## src/hdl/ipl_map.svh

```systemverilog
// address indices, field positions, write masks and codes of the priority level registers
`ifndef IPL_MAP_SVH
`define IPL_MAP_SVH

`define IPL_ADDR_W        12
`define IPL_IDX_W         10
`define IPL_REG_W         16
`define IPL_NSRC          24
`define IPL_FIELD_W       2

`define IPL_IDX_PRIO2     10'h002
`define IPL_IDX_PRIO3     10'h003
`define IPL_IDX_PRIO4     10'h004
`define IPL_IDX_PRIO5     10'h005

`define IPL_RESET_VAL     16'h0000
`define IPL_WMASK_PRIO2   16'h03CF
`define IPL_WMASK_PRIO3   16'hFFFC
`define IPL_WMASK_PRIO4   16'hFC3F
`define IPL_WMASK_PRIO5   16'hFF3F

`define IPL_CODE_OFF      2'h0
`define IPL_CODE_L0       2'h1
`define IPL_CODE_L1       2'h2
`define IPL_CODE_L2       2'h3

`define IPL_RESP_OKAY     2'h0
`define IPL_RESP_SLVERR   2'h2

`define IPL_LSB_PLL_UNLOCK      8
`define IPL_LSB_LOW_VOLTAGE     6
`define IPL_LSB_EXT_LINE_B      2
`define IPL_LSB_EXT_LINE_A      0
`define IPL_LSB_PORT_D          14
`define IPL_LSB_PORT_E          12
`define IPL_LSB_PORT_F          10
`define IPL_LSB_CAN_MSGBUF      8
`define IPL_LSB_CAN_WAKEUP      6
`define IPL_LSB_CAN_ERROR       4
`define IPL_LSB_CAN_BUSOFF      2
`define IPL_LSB_SERIAL0_RXFULL  14
`define IPL_LSB_SERIAL1_TXEMPTY 12
`define IPL_LSB_SERIAL1_RXFULL  10
`define IPL_LSB_PORT_A          4
`define IPL_LSB_PORT_B          2
`define IPL_LSB_PORT_C          0
`define IPL_LSB_DECODER1_INDEX  14
`define IPL_LSB_DECODER1_HOME   12
`define IPL_LSB_UART1_RXFULL    10
`define IPL_LSB_UART1_RXERROR   8
`define IPL_LSB_UART1_TXIDLE    4
`define IPL_LSB_UART1_TXEMPTY   2
`define IPL_LSB_SERIAL0_TXEMPTY 0

`endif

```

## src/hdl/ipl_pkg.sv

```systemverilog
// types shared by the priority level register block
`include "ipl_map.svh"
package ipl_pkg;

    // per-level request vectors towards the core, one bit per source
    typedef struct packed {
        logic [`IPL_NSRC-1:0] lvl2;
        logic [`IPL_NSRC-1:0] lvl1;
        logic [`IPL_NSRC-1:0] lvl0;
    } ipl_lvl_t;

    // summary of the highest level request and its lowest numbered source
    typedef struct packed {
        logic       any;
        logic [1:0] level;
        logic [4:0] src;
    } ipl_top_t;

    // one-hot write channel states
    typedef enum logic [4:0] {
        IPL_W_IDLE   = 5'h01,
        IPL_W_HAVE_A = 5'h02,
        IPL_W_HAVE_D = 5'h04,
        IPL_W_WRITE  = 5'h08,
        IPL_W_RESP   = 5'h10
    } ipl_wstate_t;

    // true for a word index that holds a priority register
    function automatic logic is_mapped(input logic [`IPL_IDX_W-1:0] idx);
        is_mapped = (idx == `IPL_IDX_PRIO2) || (idx == `IPL_IDX_PRIO3) ||
                    (idx == `IPL_IDX_PRIO4) || (idx == `IPL_IDX_PRIO5);
    endfunction : is_mapped

endpackage : ipl_pkg

```

## src/hdl/ipl_level_decode.sv

```systemverilog
// per-source field decode into registered level request vectors
`timescale 1ns/100ps
`include "ipl_map.svh"
module ipl_level_decode (
    input  wire logic                                 aclk,
    input  wire logic                                 aresetn,
    input  wire logic [`IPL_NSRC*`IPL_FIELD_W-1:0]    fields,
    input  wire logic [`IPL_NSRC-1:0]                 src_req,
    output ipl_pkg::ipl_lvl_t                         lvl
);

    // a field matches one level code only, so code 00 matches none
    function automatic logic code_hit(input logic [1:0] code, input logic [1:0] want);
        code_hit = (code == want);
    endfunction : code_hit

    // registered so the core sees glitch-free level lines
    always_ff @(posedge aclk) begin
        if (!aresetn) begin
            lvl <= '0;
        end else begin
            for (int i = 0; i < `IPL_NSRC; i++) begin
                lvl.lvl0[i] <= src_req[i] && code_hit(fields[2*i +: 2], `IPL_CODE_L0);
                lvl.lvl1[i] <= src_req[i] && code_hit(fields[2*i +: 2], `IPL_CODE_L1);
                lvl.lvl2[i] <= src_req[i] && code_hit(fields[2*i +: 2], `IPL_CODE_L2);
            end
        end
    end

endmodule : ipl_level_decode

```

## src/hdl/ipl_level_top.sv

```systemverilog
// picks the highest requested level and its lowest numbered source
`timescale 1ns/100ps
`include "ipl_map.svh"
module ipl_level_top (
    input  wire logic                 aclk,
    input  wire logic                 aresetn,
    input  ipl_pkg::ipl_lvl_t         lvl,
    output ipl_pkg::ipl_top_t         top
);

    ipl_pkg::ipl_top_t top_d;

    // level 2 beats 1 beats 0; ties go to the lowest source number
    always_comb begin
        logic [`IPL_NSRC-1:0] vec;
        vec   = '0;
        top_d = '0;
        if (|lvl.lvl2) begin
            vec         = lvl.lvl2;
            top_d.level = 2'h2;
        end else if (|lvl.lvl1) begin
            vec         = lvl.lvl1;
            top_d.level = 2'h1;
        end else begin
            vec         = lvl.lvl0;
            top_d.level = 2'h0;
        end
        top_d.any = |vec;
        for (int i = `IPL_NSRC - 1; i >= 0; i--) begin
            if (vec[i]) begin
                top_d.src = 5'(i);
            end
        end
    end

    // summary lags the level vectors by one cycle
    always_ff @(posedge aclk) begin
        if (!aresetn) begin
            top <= '0;
        end else begin
            top <= top_d;
        end
    end

endmodule : ipl_level_top

```

## src/hdl/ipl_prio_regs.sv

```systemverilog
// priority level registers with an AXI4-Lite slave and level request outputs
`timescale 1ns/100ps
`include "ipl_map.svh"
// Notes on behaviour
// - field code 00 off, 01 level 0, 10 level 1, 11 level 2; no level 3
// - every priority field resets to the disabled code
// - reserved bits read zero and ignore writes
// - second register: pll unlock at 9-8, low voltage at 7-6, 5-4 reserved
// - second register: external line b at 3-2, line a at 1-0
// - third register: ports d e f, then can sources; 1-0 reserved
// - fourth register: serial sources at 15-10, 9-6 reserved, ports a b c below
// - fifth register: decoder, uart sources, reserved 7-6, serial0 txempty; resets zero
module ipl_prio_regs (
    input  wire logic                    aclk,
    input  wire logic                    aresetn,
    input  wire logic [`IPL_ADDR_W-1:0]  s_axi_awaddr,
    input  wire logic [2:0]              s_axi_awprot,
    input  wire logic                    s_axi_awvalid,
    output logic                         s_axi_awready,
    input  wire logic [31:0]             s_axi_wdata,
    input  wire logic [3:0]              s_axi_wstrb,
    input  wire logic                    s_axi_wvalid,
    output logic                         s_axi_wready,
    output logic [1:0]                   s_axi_bresp,
    output logic                         s_axi_bvalid,
    input  wire logic                    s_axi_bready,
    input  wire logic [`IPL_ADDR_W-1:0]  s_axi_araddr,
    input  wire logic [2:0]              s_axi_arprot,
    input  wire logic                    s_axi_arvalid,
    output logic                         s_axi_arready,
    output logic [31:0]                  s_axi_rdata,
    output logic [1:0]                   s_axi_rresp,
    output logic                         s_axi_rvalid,
    input  wire logic                    s_axi_rready,
    input  wire logic [`IPL_NSRC-1:0]    src_req,
    output ipl_pkg::ipl_lvl_t            core_lvl,
    output ipl_pkg::ipl_top_t            core_top
);

    ipl_pkg::ipl_wstate_t        wstate_q;
    ipl_pkg::ipl_wstate_t        wstate_d;
    logic [`IPL_IDX_W-1:0]       widx_q;
    logic [15:0]                 wdata_q;
    logic [1:0]                  wstrb_q;
    logic [1:0]                  bresp_q;
    logic                        rvalid_q;
    logic [31:0]                 rdata_q;
    logic [1:0]                  rresp_q;
    logic [`IPL_REG_W-1:0]       prio2_q;
    logic [`IPL_REG_W-1:0]       prio3_q;
    logic [`IPL_REG_W-1:0]       prio4_q;
    logic [`IPL_REG_W-1:0]       prio5_q;
    logic                        aw_hs;
    logic                        w_hs;
    logic                        ar_hs;
    logic                        wr_fire;
    logic [`IPL_IDX_W-1:0]       ridx;
    logic [`IPL_NSRC*`IPL_FIELD_W-1:0] fields;

    logic [1:0] pll_unlock_level;
    logic [1:0] low_voltage_level;
    logic [1:0] ext_line_b_level;
    logic [1:0] ext_line_a_level;
    logic [1:0] port_d_level;
    logic [1:0] port_e_level;
    logic [1:0] port_f_level;
    logic [1:0] can_msgbuf_level;
    logic [1:0] can_wakeup_level;
    logic [1:0] can_error_level;
    logic [1:0] can_busoff_level;
    logic [1:0] serial0_rxfull_level;
    logic [1:0] serial1_txempty_level;
    logic [1:0] serial1_rxfull_level;
    logic [1:0] port_a_level;
    logic [1:0] port_b_level;
    logic [1:0] port_c_level;
    logic [1:0] decoder1_index_level;
    logic [1:0] decoder1_home_level;
    logic [1:0] uart1_rxfull_level;
    logic [1:0] uart1_rxerror_level;
    logic [1:0] uart1_txidle_level;
    logic [1:0] uart1_txempty_level;
    logic [1:0] serial0_txempty_level;

    // byte-lane merge, then the mask forces reserved positions back to zero
    function automatic logic [15:0] merge(input logic [15:0] old,
                                          input logic [15:0] data,
                                          input logic [1:0]  strb,
                                          input logic [15:0] wmask);
        logic [15:0] m;
        m[7:0]  = strb[0] ? data[7:0]  : old[7:0];
        m[15:8] = strb[1] ? data[15:8] : old[15:8];
        merge   = m & wmask;
    endfunction : merge

    // word index from a byte address; the two low bits are ignored
    function automatic logic [`IPL_IDX_W-1:0] word_idx(input logic [`IPL_ADDR_W-1:0] a);
        word_idx = a[`IPL_ADDR_W-1:2];
    endfunction : word_idx

    // read view of one register; reserved bits are already zero in storage
    function automatic logic [15:0] read_word(input logic [`IPL_IDX_W-1:0] idx,
                                              input logic [15:0] r2,
                                              input logic [15:0] r3,
                                              input logic [15:0] r4,
                                              input logic [15:0] r5);
        case (idx)
            `IPL_IDX_PRIO2: read_word = r2 & `IPL_WMASK_PRIO2;
            `IPL_IDX_PRIO3: read_word = r3 & `IPL_WMASK_PRIO3;
            `IPL_IDX_PRIO4: read_word = r4 & `IPL_WMASK_PRIO4;
            `IPL_IDX_PRIO5: read_word = r5 & `IPL_WMASK_PRIO5;
            default:        read_word = `IPL_RESET_VAL;
        endcase
    endfunction : read_word

    // write channel handshakes; address and data may come in either order
    assign s_axi_awready = (wstate_q == ipl_pkg::IPL_W_IDLE) ||
                           (wstate_q == ipl_pkg::IPL_W_HAVE_D);
    assign s_axi_wready  = (wstate_q == ipl_pkg::IPL_W_IDLE) ||
                           (wstate_q == ipl_pkg::IPL_W_HAVE_A);
    assign s_axi_bvalid  = (wstate_q == ipl_pkg::IPL_W_RESP);
    assign s_axi_bresp   = bresp_q;
    assign aw_hs         = s_axi_awvalid && s_axi_awready;
    assign w_hs          = s_axi_wvalid && s_axi_wready;
    assign wr_fire       = (wstate_q == ipl_pkg::IPL_W_WRITE) &&
                           (bresp_q == `IPL_RESP_OKAY);

    // next write state
    always_comb begin
        wstate_d = wstate_q;
        case (wstate_q)
            ipl_pkg::IPL_W_IDLE: begin
                if (aw_hs && w_hs) begin
                    wstate_d = ipl_pkg::IPL_W_WRITE;
                end else if (aw_hs) begin
                    wstate_d = ipl_pkg::IPL_W_HAVE_A;
                end else if (w_hs) begin
                    wstate_d = ipl_pkg::IPL_W_HAVE_D;
                end
            end
            ipl_pkg::IPL_W_HAVE_A: begin
                if (w_hs) begin
                    wstate_d = ipl_pkg::IPL_W_WRITE;
                end
            end
            ipl_pkg::IPL_W_HAVE_D: begin
                if (aw_hs) begin
                    wstate_d = ipl_pkg::IPL_W_WRITE;
                end
            end
            ipl_pkg::IPL_W_WRITE: begin
                wstate_d = ipl_pkg::IPL_W_RESP;
            end
            ipl_pkg::IPL_W_RESP: begin
                if (s_axi_bready) begin
                    wstate_d = ipl_pkg::IPL_W_IDLE;
                end
            end
            default: begin
                wstate_d = ipl_pkg::IPL_W_IDLE;
            end
        endcase
    end

    // write state register
    always_ff @(posedge aclk) begin
        if (!aresetn) begin
            wstate_q <= ipl_pkg::IPL_W_IDLE;
        end else begin
            wstate_q <= wstate_d;
        end
    end

    // captured address and its response; unmapped words answer slave error
    always_ff @(posedge aclk) begin
        if (!aresetn) begin
            widx_q  <= '0;
            bresp_q <= `IPL_RESP_OKAY;
        end else if (aw_hs) begin
            widx_q  <= word_idx(s_axi_awaddr);
            bresp_q <= ipl_pkg::is_mapped(word_idx(s_axi_awaddr)) ? `IPL_RESP_OKAY
                                                                   : `IPL_RESP_SLVERR;
        end
    end

    // captured data; registers are 16 bits, so upper lanes are dropped
    always_ff @(posedge aclk) begin
        if (!aresetn) begin
            wdata_q <= '0;
            wstrb_q <= '0;
        end else if (w_hs) begin
            wdata_q <= s_axi_wdata[15:0];
            wstrb_q <= s_axi_wstrb[1:0];
        end
    end

    // priority registers; the mask keeps reserved bits at zero
    always_ff @(posedge aclk) begin
        if (!aresetn) begin
            prio2_q <= `IPL_RESET_VAL;
        end else if (wr_fire && (widx_q == `IPL_IDX_PRIO2)) begin
            prio2_q <= merge(prio2_q, wdata_q, wstrb_q, `IPL_WMASK_PRIO2);
        end
    end

    always_ff @(posedge aclk) begin
        if (!aresetn) begin
            prio3_q <= `IPL_RESET_VAL;
        end else if (wr_fire && (widx_q == `IPL_IDX_PRIO3)) begin
            prio3_q <= merge(prio3_q, wdata_q, wstrb_q, `IPL_WMASK_PRIO3);
        end
    end

    always_ff @(posedge aclk) begin
        if (!aresetn) begin
            prio4_q <= `IPL_RESET_VAL;
        end else if (wr_fire && (widx_q == `IPL_IDX_PRIO4)) begin
            prio4_q <= merge(prio4_q, wdata_q, wstrb_q, `IPL_WMASK_PRIO4);
        end
    end

    always_ff @(posedge aclk) begin
        if (!aresetn) begin
            prio5_q <= `IPL_RESET_VAL;
        end else if (wr_fire && (widx_q == `IPL_IDX_PRIO5)) begin
            prio5_q <= merge(prio5_q, wdata_q, wstrb_q, `IPL_WMASK_PRIO5);
        end
    end

    // read channel: one read in flight, data registered at the address edge
    assign s_axi_arready = !rvalid_q;
    assign ar_hs         = s_axi_arvalid && s_axi_arready;
    assign ridx          = word_idx(s_axi_araddr);
    assign s_axi_rvalid  = rvalid_q;
    assign s_axi_rdata   = rdata_q;
    assign s_axi_rresp   = rresp_q;

    always_ff @(posedge aclk) begin
        if (!aresetn) begin
            rvalid_q <= 1'b0;
        end else if (ar_hs) begin
            rvalid_q <= 1'b1;
        end else if (s_axi_rready) begin
            rvalid_q <= 1'b0;
        end
    end

    // upper half of the word always reads zero
    always_ff @(posedge aclk) begin
        if (!aresetn) begin
            rdata_q <= '0;
            rresp_q <= `IPL_RESP_OKAY;
        end else if (ar_hs) begin
            rdata_q <= {16'h0000, read_word(ridx, prio2_q, prio3_q, prio4_q, prio5_q)};
            rresp_q <= ipl_pkg::is_mapped(ridx) ? `IPL_RESP_OKAY : `IPL_RESP_SLVERR;
        end
    end

    // named fields of the second register
    assign pll_unlock_level      = prio2_q[`IPL_LSB_PLL_UNLOCK +: 2];
    assign low_voltage_level     = prio2_q[`IPL_LSB_LOW_VOLTAGE +: 2];
    assign ext_line_b_level      = prio2_q[`IPL_LSB_EXT_LINE_B +: 2];
    assign ext_line_a_level      = prio2_q[`IPL_LSB_EXT_LINE_A +: 2];

    // named fields of the third register
    assign port_d_level          = prio3_q[`IPL_LSB_PORT_D +: 2];
    assign port_e_level          = prio3_q[`IPL_LSB_PORT_E +: 2];
    assign port_f_level          = prio3_q[`IPL_LSB_PORT_F +: 2];
    assign can_msgbuf_level      = prio3_q[`IPL_LSB_CAN_MSGBUF +: 2];
    assign can_wakeup_level      = prio3_q[`IPL_LSB_CAN_WAKEUP +: 2];
    assign can_error_level       = prio3_q[`IPL_LSB_CAN_ERROR +: 2];
    assign can_busoff_level      = prio3_q[`IPL_LSB_CAN_BUSOFF +: 2];

    // named fields of the fourth register
    assign serial0_rxfull_level  = prio4_q[`IPL_LSB_SERIAL0_RXFULL +: 2];
    assign serial1_txempty_level = prio4_q[`IPL_LSB_SERIAL1_TXEMPTY +: 2];
    assign serial1_rxfull_level  = prio4_q[`IPL_LSB_SERIAL1_RXFULL +: 2];
    assign port_a_level          = prio4_q[`IPL_LSB_PORT_A +: 2];
    assign port_b_level          = prio4_q[`IPL_LSB_PORT_B +: 2];
    assign port_c_level          = prio4_q[`IPL_LSB_PORT_C +: 2];

    // named fields of the fifth register
    assign decoder1_index_level  = prio5_q[`IPL_LSB_DECODER1_INDEX +: 2];
    assign decoder1_home_level   = prio5_q[`IPL_LSB_DECODER1_HOME +: 2];
    assign uart1_rxfull_level    = prio5_q[`IPL_LSB_UART1_RXFULL +: 2];
    assign uart1_rxerror_level   = prio5_q[`IPL_LSB_UART1_RXERROR +: 2];
    assign uart1_txidle_level    = prio5_q[`IPL_LSB_UART1_TXIDLE +: 2];
    assign uart1_txempty_level   = prio5_q[`IPL_LSB_UART1_TXEMPTY +: 2];
    assign serial0_txempty_level = prio5_q[`IPL_LSB_SERIAL0_TXEMPTY +: 2];

    // source n sits at field pair n; order matches src_req bits
    assign fields = {serial0_txempty_level, uart1_txempty_level, uart1_txidle_level,
                     uart1_rxerror_level, uart1_rxfull_level, decoder1_home_level,
                     decoder1_index_level, port_c_level, port_b_level, port_a_level,
                     serial1_rxfull_level, serial1_txempty_level, serial0_rxfull_level,
                     can_busoff_level, can_error_level, can_wakeup_level,
                     can_msgbuf_level, port_f_level, port_e_level, port_d_level,
                     ext_line_a_level, ext_line_b_level, low_voltage_level,
                     pll_unlock_level};

    // gating by field code; disabled sources drop out here
    ipl_level_decode u_decode (
        .aclk    (aclk),
        .aresetn (aresetn),
        .fields  (fields),
        .src_req (src_req),
        .lvl     (core_lvl)
    );

    // highest pending level summary for the core's arbitration
    ipl_level_top u_top (
        .aclk    (aclk),
        .aresetn (aresetn),
        .lvl     (core_lvl),
        .top     (core_top)
    );

endmodule : ipl_prio_regs

```

## config.mk

```make
export PLATFORM = sky130hd
export DESIGN_NAME = ipl_prio_regs
export DESIGN_NICKNAME = d
export VERILOG_FILES = /design/src/hdl/ipl_pkg.sv /design/src/hdl/ipl_level_decode.sv /design/src/hdl/ipl_level_top.sv /design/src/hdl/ipl_prio_regs.sv
export VERILOG_INCLUDE_DIRS = /design/src /design/src/hdl
export SDC_FILE = /design/constraint.sdc
export NUM_CORES = 1
export LEC_CHECK = 0
export CORE_ASPECT_RATIO = 0.7
export CORE_MARGIN = 2
export CORE_UTILIZATION = 60
export DETAILED_ROUTE_END_ITERATION = 16
export DONT_BUFFER_PORTS = 1
export GPL_TIMING_DRIVEN = 0
export MAX_ROUTING_LAYER = met4
export PLACE_DENSITY = 0.76
export SYNTH_ARGS = -nofsm -noshare
export SYNTH_HDL_FRONTEND = slang
export SYNTH_HIERARCHICAL = 1
export SYNTH_SLANG_ARGS = --single-unit
```

## constraint.sdc

```tcl
create_clock -name aclk -period 5.79 [get_ports aclk]
set_input_delay 0.579 -clock aclk [delete_from_list [all_inputs] [get_ports aclk]]
set_output_delay 0.579 -clock aclk [all_outputs]
set_load 0.03 [all_outputs]
```

# Word-level counts from Yosys, hierarchy flattened
# Index checks and enable logic that the tools add are counted.
dict set report classes {
  mux 39
  eq_ne 93
  bitwise 1
  n_reduce_logical 110
}
# cell count
set op_table {}
lappend op_table {{2-bit == test, second input constant} 48}
lappend op_table {{1-bit logical AND} 81}
lappend op_table {{24-bit OR reduction} 3}
lappend op_table {{5-bit 2-to-1 mux} 14}
lappend op_table {{16-bit one-hot mux with 4 select lines} 1}
lappend op_table {{10-bit by 2-bit == test with 1-bit output, second input constant} 6}
lappend op_table {{10-bit by 3-bit == test with 1-bit output, second input constant} 6}
lappend op_table {{2-bit by 1-bit == test with 1-bit output, second input constant} 24}
lappend op_table {{24-bit 2-to-1 mux} 2}
lappend op_table {{4-bit 2-to-1 mux} 8}
lappend op_table {{5-bit one-hot mux with 5 select lines} 1}
lappend op_table {{25-bit OR reduction} 1}
lappend op_table {{17-bit OR reduction} 1}
lappend op_table {{2-bit AND reduction} 8}
lappend op_table {{3-bit 2-to-1 mux} 4}
lappend op_table {{2-bit 2-to-1 mux} 5}
lappend op_table {{9-bit OR reduction} 1}
lappend op_table {{1-bit logical OR} 8}
lappend op_table {{5-bit by 1-bit == test with 1-bit output, second input constant} 1}
lappend op_table {{5-bit by 2-bit == test with 1-bit output, second input constant} 1}
lappend op_table {{5-bit by 3-bit == test with 1-bit output, second input constant} 1}
lappend op_table {{5-bit by 4-bit == test with 1-bit output, second input constant} 1}
lappend op_table {{5-bit == test, second input constant} 1}
lappend op_table {{5-bit OR reduction} 1}
lappend op_table {{other kinds (11)} 15}
dict set report totals {
  output_inout_bits 121
  ff_bits 182
  wordCells 270
  inputBits 97
}

# Logic depth before layout (Yosys ltp)
dict set report logic_depth {
  depth_word 26
  ltp_mapped 10
  mapped_depth_nobuf 8
}

# Cells and area by module
# Netlist, hierarchy kept.
# module n_inst seq_area_each_um2 cells_per_inst area_each_um2
set by_module_without_submodules {}
lappend by_module_without_submodules {ipl_prio_regs 1 2001.9 470 4466.8}
lappend by_module_without_submodules {ipl_level_decode 1 1441.4 152 2250.9}
lappend by_module_without_submodules {ipl_level_top 1 160.2 128 1068.5}

# Worst setup path after synthesis
# Ideal clock, no wire load.
dict set report synth_path {
  kind {register to register}
  startpoint {register, netlist name u_decode/lvl[42]}
  endpoint {register u_top/top[7] (netlist bit)}
  path_slack_ps 3333
  setup_ps 125
  n_path_buf 1
  arrival_time_ps 2331
  period_less_slack_ps 2457
  path_stages_with_launch 10
  cell_sequence {dfxtp_1 > nor4_1 > and4_1 > buf_6 > a31o_1 > a21oi_1 > nand2b_2 > a2111oi_1 > nand2_1 > o41a_1}
}
dict set report synth_via {
  elab_chain_cells 4
}
# item line
set synth_rtl {}
lappend synth_rtl {{24-bit OR reduction} ipl_level_top.sv:21} ;# end else if (|lvl.lvl1) begin
lappend synth_rtl {{24-bit 2-to-1 mux (*)} ipl_level_top.sv:21}
lappend synth_rtl {{24-bit 2-to-1 mux (*)} ipl_level_top.sv:18} ;# if (|lvl.lvl2) begin
lappend synth_rtl {{24-bit OR reduction (*)} ipl_level_top.sv:28} ;# top_d.any = |vec;
lappend synth_rtl {{to (signal assigned)} ipl_level_top.sv:41} ;# top <= top_d;
lappend synth_rtl {{to (decl)} ipl_level_top.sv:8} ;# output ipl_pkg::ipl_top_t top
# Every way passes the cells marked *; elsewhere a longest branch is shown, timed or not.
# A chain may end at the register's enable or synchronous reset.

# Final worst setup path
dict set report layout_path {
  startpoint {register, netlist name u_decode/lvl[63]}
  endpoint {register u_top/top[1] (netlist bit)}
}
dict set report layout_via {
  elab_chain_cells 24
}
# item line
set layout_rtl {}
lappend layout_rtl {{24-bit OR reduction} ipl_level_top.sv:18}
lappend layout_rtl {{24-bit 2-to-1 mux (*)} ipl_level_top.sv:18}
lappend layout_rtl {{5-bit 2-to-1 mux (8 in a row)} ipl_level_top.sv:30} ;# if (vec[i]) begin
lappend layout_rtl {{4-bit 2-to-1 mux (8 in a row)} ipl_level_top.sv:30}
lappend layout_rtl {{3-bit 2-to-1 mux (4 in a row)} ipl_level_top.sv:30}
lappend layout_rtl {{2-bit 2-to-1 mux (2 in a row)} ipl_level_top.sv:30}
# Marks and branches as above.

==> flow_metrics.py <==
metrics = {
    "run_status": {
        "status": "finished with violations",
        "violations": "design-rule violations",
    },
    "routing": {
        "ant_nets": 0,
        "wl_per_cell_um": 24.8,
        "routed_wl_um": 23800,
        "first_pass_iters": 12,
        "dr_total_vias": 6177,
        "drc": 14,
        "drt-initial-drc-count": 663,
        "detail_route.vias_per_cell": 6.43,
    },
    "final_layout": {
        "antennaDiodeCount": 0,
        "layout-drive-gt1-share_pct": 14.2,
        "area_growth_pct": 10.8,
        "final_area_um2": 8630,
        "fin_nets": 883,
    },
    "floorplanning": {
        "io_pins": 218,
        "rows": 34,
        "start_util_pct": 62.0,
        "die_y_um": 99.3,
        "dieArea_um2": 13900,
        "dieWidth_um": 140,
        "core_um2": 12500,
    },
    "placed_design": {
        "io_buffer_count": 0,
        "dpl-instance-area_um2": 8050,
        "dp_slack_ps": 2850,
        "post-dp-hpwl_um": 18600,
        "place_congestion": 0.970,
    },
    "timing": {
        "tns_ps": 0,
        "worst_slack_ps": 2630,
        "max_slew_margin_pct": 36.5,
        "finalHoldViolations": 0,
        "setup_viol": 0,
        "fin_crit_sh_pct": 54.6,
        "slew_viol_final": 0,
        "fin_crit_ps": 3160,
        "fmax_mhz": 316,
        "rsz0062_at_grt": "false",
        "fin_hold_ws_ps": 225,
        "max_slew.worst_pin.slew_ps": 950,
        "skew_ps": 10.4,
    },
    "setup_path": {
        "cp_num_buf_inv": 1,
        "start_kind": "register",
        "worst_setup_path_end_kind": "register",
        "r2r_start": "u_decode/lvl[63]$_SDFF_PN0_",
        "r2r_slack_ps": 2630,
        "critPathArrivalTime_ps": 3510,
        "r2r_end": "u_top/top[1]$_SDFF_PP0_",
        "crit_chain": "nor4_1 > nand4_2 > nor2_4 > buf_6 > mux2i_1 > o211a_1 > o221ai_1 > a211o_1 > a211oi_2",
        "critical_path_class": "register to register",
        "reg2reg_depth": 9,
        "worst_ep_required_time_ps": 6130,
        "path_delay_family": "simple AND/OR/NAND/NOR gates",
        "crit_path_top_delay_cell": "nor4_1",
        "crit_fanout": 10,
        "critical_path.max_stage_delay_ps": 620,
    },
    "power_and_ir_drop": {
        "p_comb_share_pct": 10.0,
        "power_density_nw_per_um2": 314,
        "peakVddDrop_mv": 0.216,
        "power.leakage_nw": 3.61,
        "seqPwrFrac_pct": 47.8,
        "switching_share_pct": 25.5,
        "pwr-share-clk_pct": 42.2,
        "power.total_mw": 2.71,
        "p_switching_mw": 0.691,
        "intPower_mw": 2.01,
    },
    "logic_synthesis": {
        "synth-seq-area-share_pct": 46.3,
        "yosysTopAreaCell": "dfxtp_1",
        "netlist_instances": 750,
        "synth_ff_type": "dfxtp_1",
        "synth_common_cells": "dfxtp_1, mux2i_1, nand2_1",
        "yosysMostFrequentCell": "dfxtp_1",
        "synth_top_area_share_pct": 46.3,
        "ys_async_sr_fraction_pct": 0,
        "syn_area_per_cell_um2": 10.4,
        "ys_ff_latch": 180,
        "synth_edf_count": 0,
        "syn-cell-area_um2": 7790,
        "synth.distinct_cells": 74,
        "synthTopCellsByArea": "dfxtp_1, mux2i_1, and4b_1",
        "synth_warnings": 6,
    },
    "clocking": {
        "cts-root-buf": "clkbuf_16",
        "clkTransAtPathRegs_ps": 70,
        "h-tree-depth": 4,
        "cts_tree": "built",
        "insertion_delay_ps": 420,
        "post-cts-setup-buffers": 0,
        "cts_buffers": 17,
        "post_cts_resized": 0,
        "ctsHoldBuffers": 0,
        "clock_sinks": 180,
        "cts_buffer_depth": 2,
    },
    "hold_path": {
        "holdPathEnd": "wstate_q[1]$_SDFFE_PN0P_",
        "min_from": "s_axi_wvalid",
        "worstHoldPathCells": 1,
        "min_path_type": "input pin to register",
    },
    "global_route": {
        "grt_pass1_wl_um": 35600,
        "grt_max_degree": 17,
        "grt_usage_pct": 35.2,
        "first_global_vias": 5973,
        "antenna_found_initial": 1,
        "overflow": 0,
    },
    "run": {
        "maxCapViolCount": 0,
    },
}
layer usage:
| metal | track usage [%] | wire (µm) |
|---|---|---|
| met5 | - | 0 |
| met2 | 51.0 | 10100 |
| met3 | 12.5 | 2980 |
| met1 | 46.8 | 10300 |
| met4 | 10.2 | 460 |
power by group through the flow:
stage | clock network (mW) | registers [mW] | logic, mW
6_report | 1.14 | 1.29 | 0.272
5_1_grt | 1.19 | 1.30 | 0.293
4_1_cts | 1.14 | 1.29 | 0.268
3_5_place_dp | 0 | 1.32 | 0.267
3_3_place_gp | 0 | 1.32 | 0.258
2_1_floorplan | 0 | 1.32 | 0.218
state kept, by name, indices dropped and copies added (netlist names):
name,flops
s_axi_rdata,16
prio3_q,14
s_axi_bresp,1
prio2_q,8
prio5_q,14
wstate_q,5
u_top/top,8
widx_q,10
prio4_q,12
u_decode/lvl,72
s_axi_rresp,1
s_axi_rvalid,1
wdata_q,16
wstrb_q,2
worst max path at each step:
stage                                     start                       to  slack, ps  cells past startpoint
global route        u_decode/lvl[50]$_SDFF_PN0_  u_top/top[1]$_SDFF_PP0_       2450                      9
floorplan           u_decode/lvl[42]$_SDFF_PN0_  u_top/top[7]$_SDFF_PN0_       3330                      9
CTS                 u_decode/lvl[50]$_SDFF_PN0_  u_top/top[1]$_SDFF_PP0_       2720                      9
detailed placement  u_decode/lvl[50]$_SDFF_PN0_  u_top/top[1]$_SDFF_PP0_       2850                      9
global placement    u_decode/lvl[50]$_SDFF_PN0_  u_top/top[1]$_SDFF_PP0_       2790                      9
finish              u_decode/lvl[63]$_SDFF_PN0_  u_top/top[1]$_SDFF_PP0_       2630                      9
worst reg2reg max path, stage by stage (launching register included):
cell and delay, ps:
dfxtp_1 440, nor4_1 620, nand4_2 360, nor2_4 330, buf_6 220, mux2i_1 300
o211a_1 190, o221ai_1 120, a211o_1 300, a211oi_2 220
cells in the final DEF, fill, tap and decap left out, types with 6 or more instances in the layout:
| cell | count |
|---|---|
| dfxtp_1 | 180 |
| conb_1 | 18 |
| o21ai_0 | 19 |
| a221o_2 | 8 |
| a31oi_1 | 9 |
| nand2_1 | 94 |
| buf_8 | 8 |
| clkbuf_1 | 15 |
| clkbuf_16 | 17 |
| a21oi_1 | 19 |
| mux2i_1 | 96 |
| o21bai_1 | 6 |
| nor2_1 | 26 |
| buf_6 | 7 |
| nor3_1 | 10 |
| nor2b_1 | 34 |
| buf_4 | 19 |
| a31o_2 | 6 |
| nand2b_1 | 8 |
| and4b_1 | 46 |
| buf_2 | 7 |
| nor4_1 | 14 |
| and4_1 | 25 |
area by class of cell:
type | instances | area (µm²)
flip-flops and latches | 180 | 3600
multi-input cells | 524 | 3790
plain buffers | 60 | 449
clock inverters | 14 | 153
well taps | 162 | 203
clock buffers | 17 | 425
inverters | 3 | 11.3
fillers | 954 | 3920
logic make-up (layout without fill, tap and decap cells):
kind of cell / count (synthesis) / in the layout / synth area share (%)
AO/OA/AOI/OAI: 100 / 100 / 9.51
other: 1 / 18 / 0.0482
buffers and inverters: 63 / 94 / 5.91
XOR/XNOR: 4 / 4 / 0.450
flip-flops: 180 / 180 / 46.3
multiplexers: 97 / 97 / 12.5
AND/OR/NAND/NOR: 305 / 305 / 25.3
stage by stage:
step | cells | util (%)
floorplan | 767 | -
global placement | 929 | 64.2
detailed placement | 929 | 64.2
CTS | 960 | 68.8
global route | 960 | 68.8
finish | 960 | 68.8
Power figures use the tool's default switching activity.
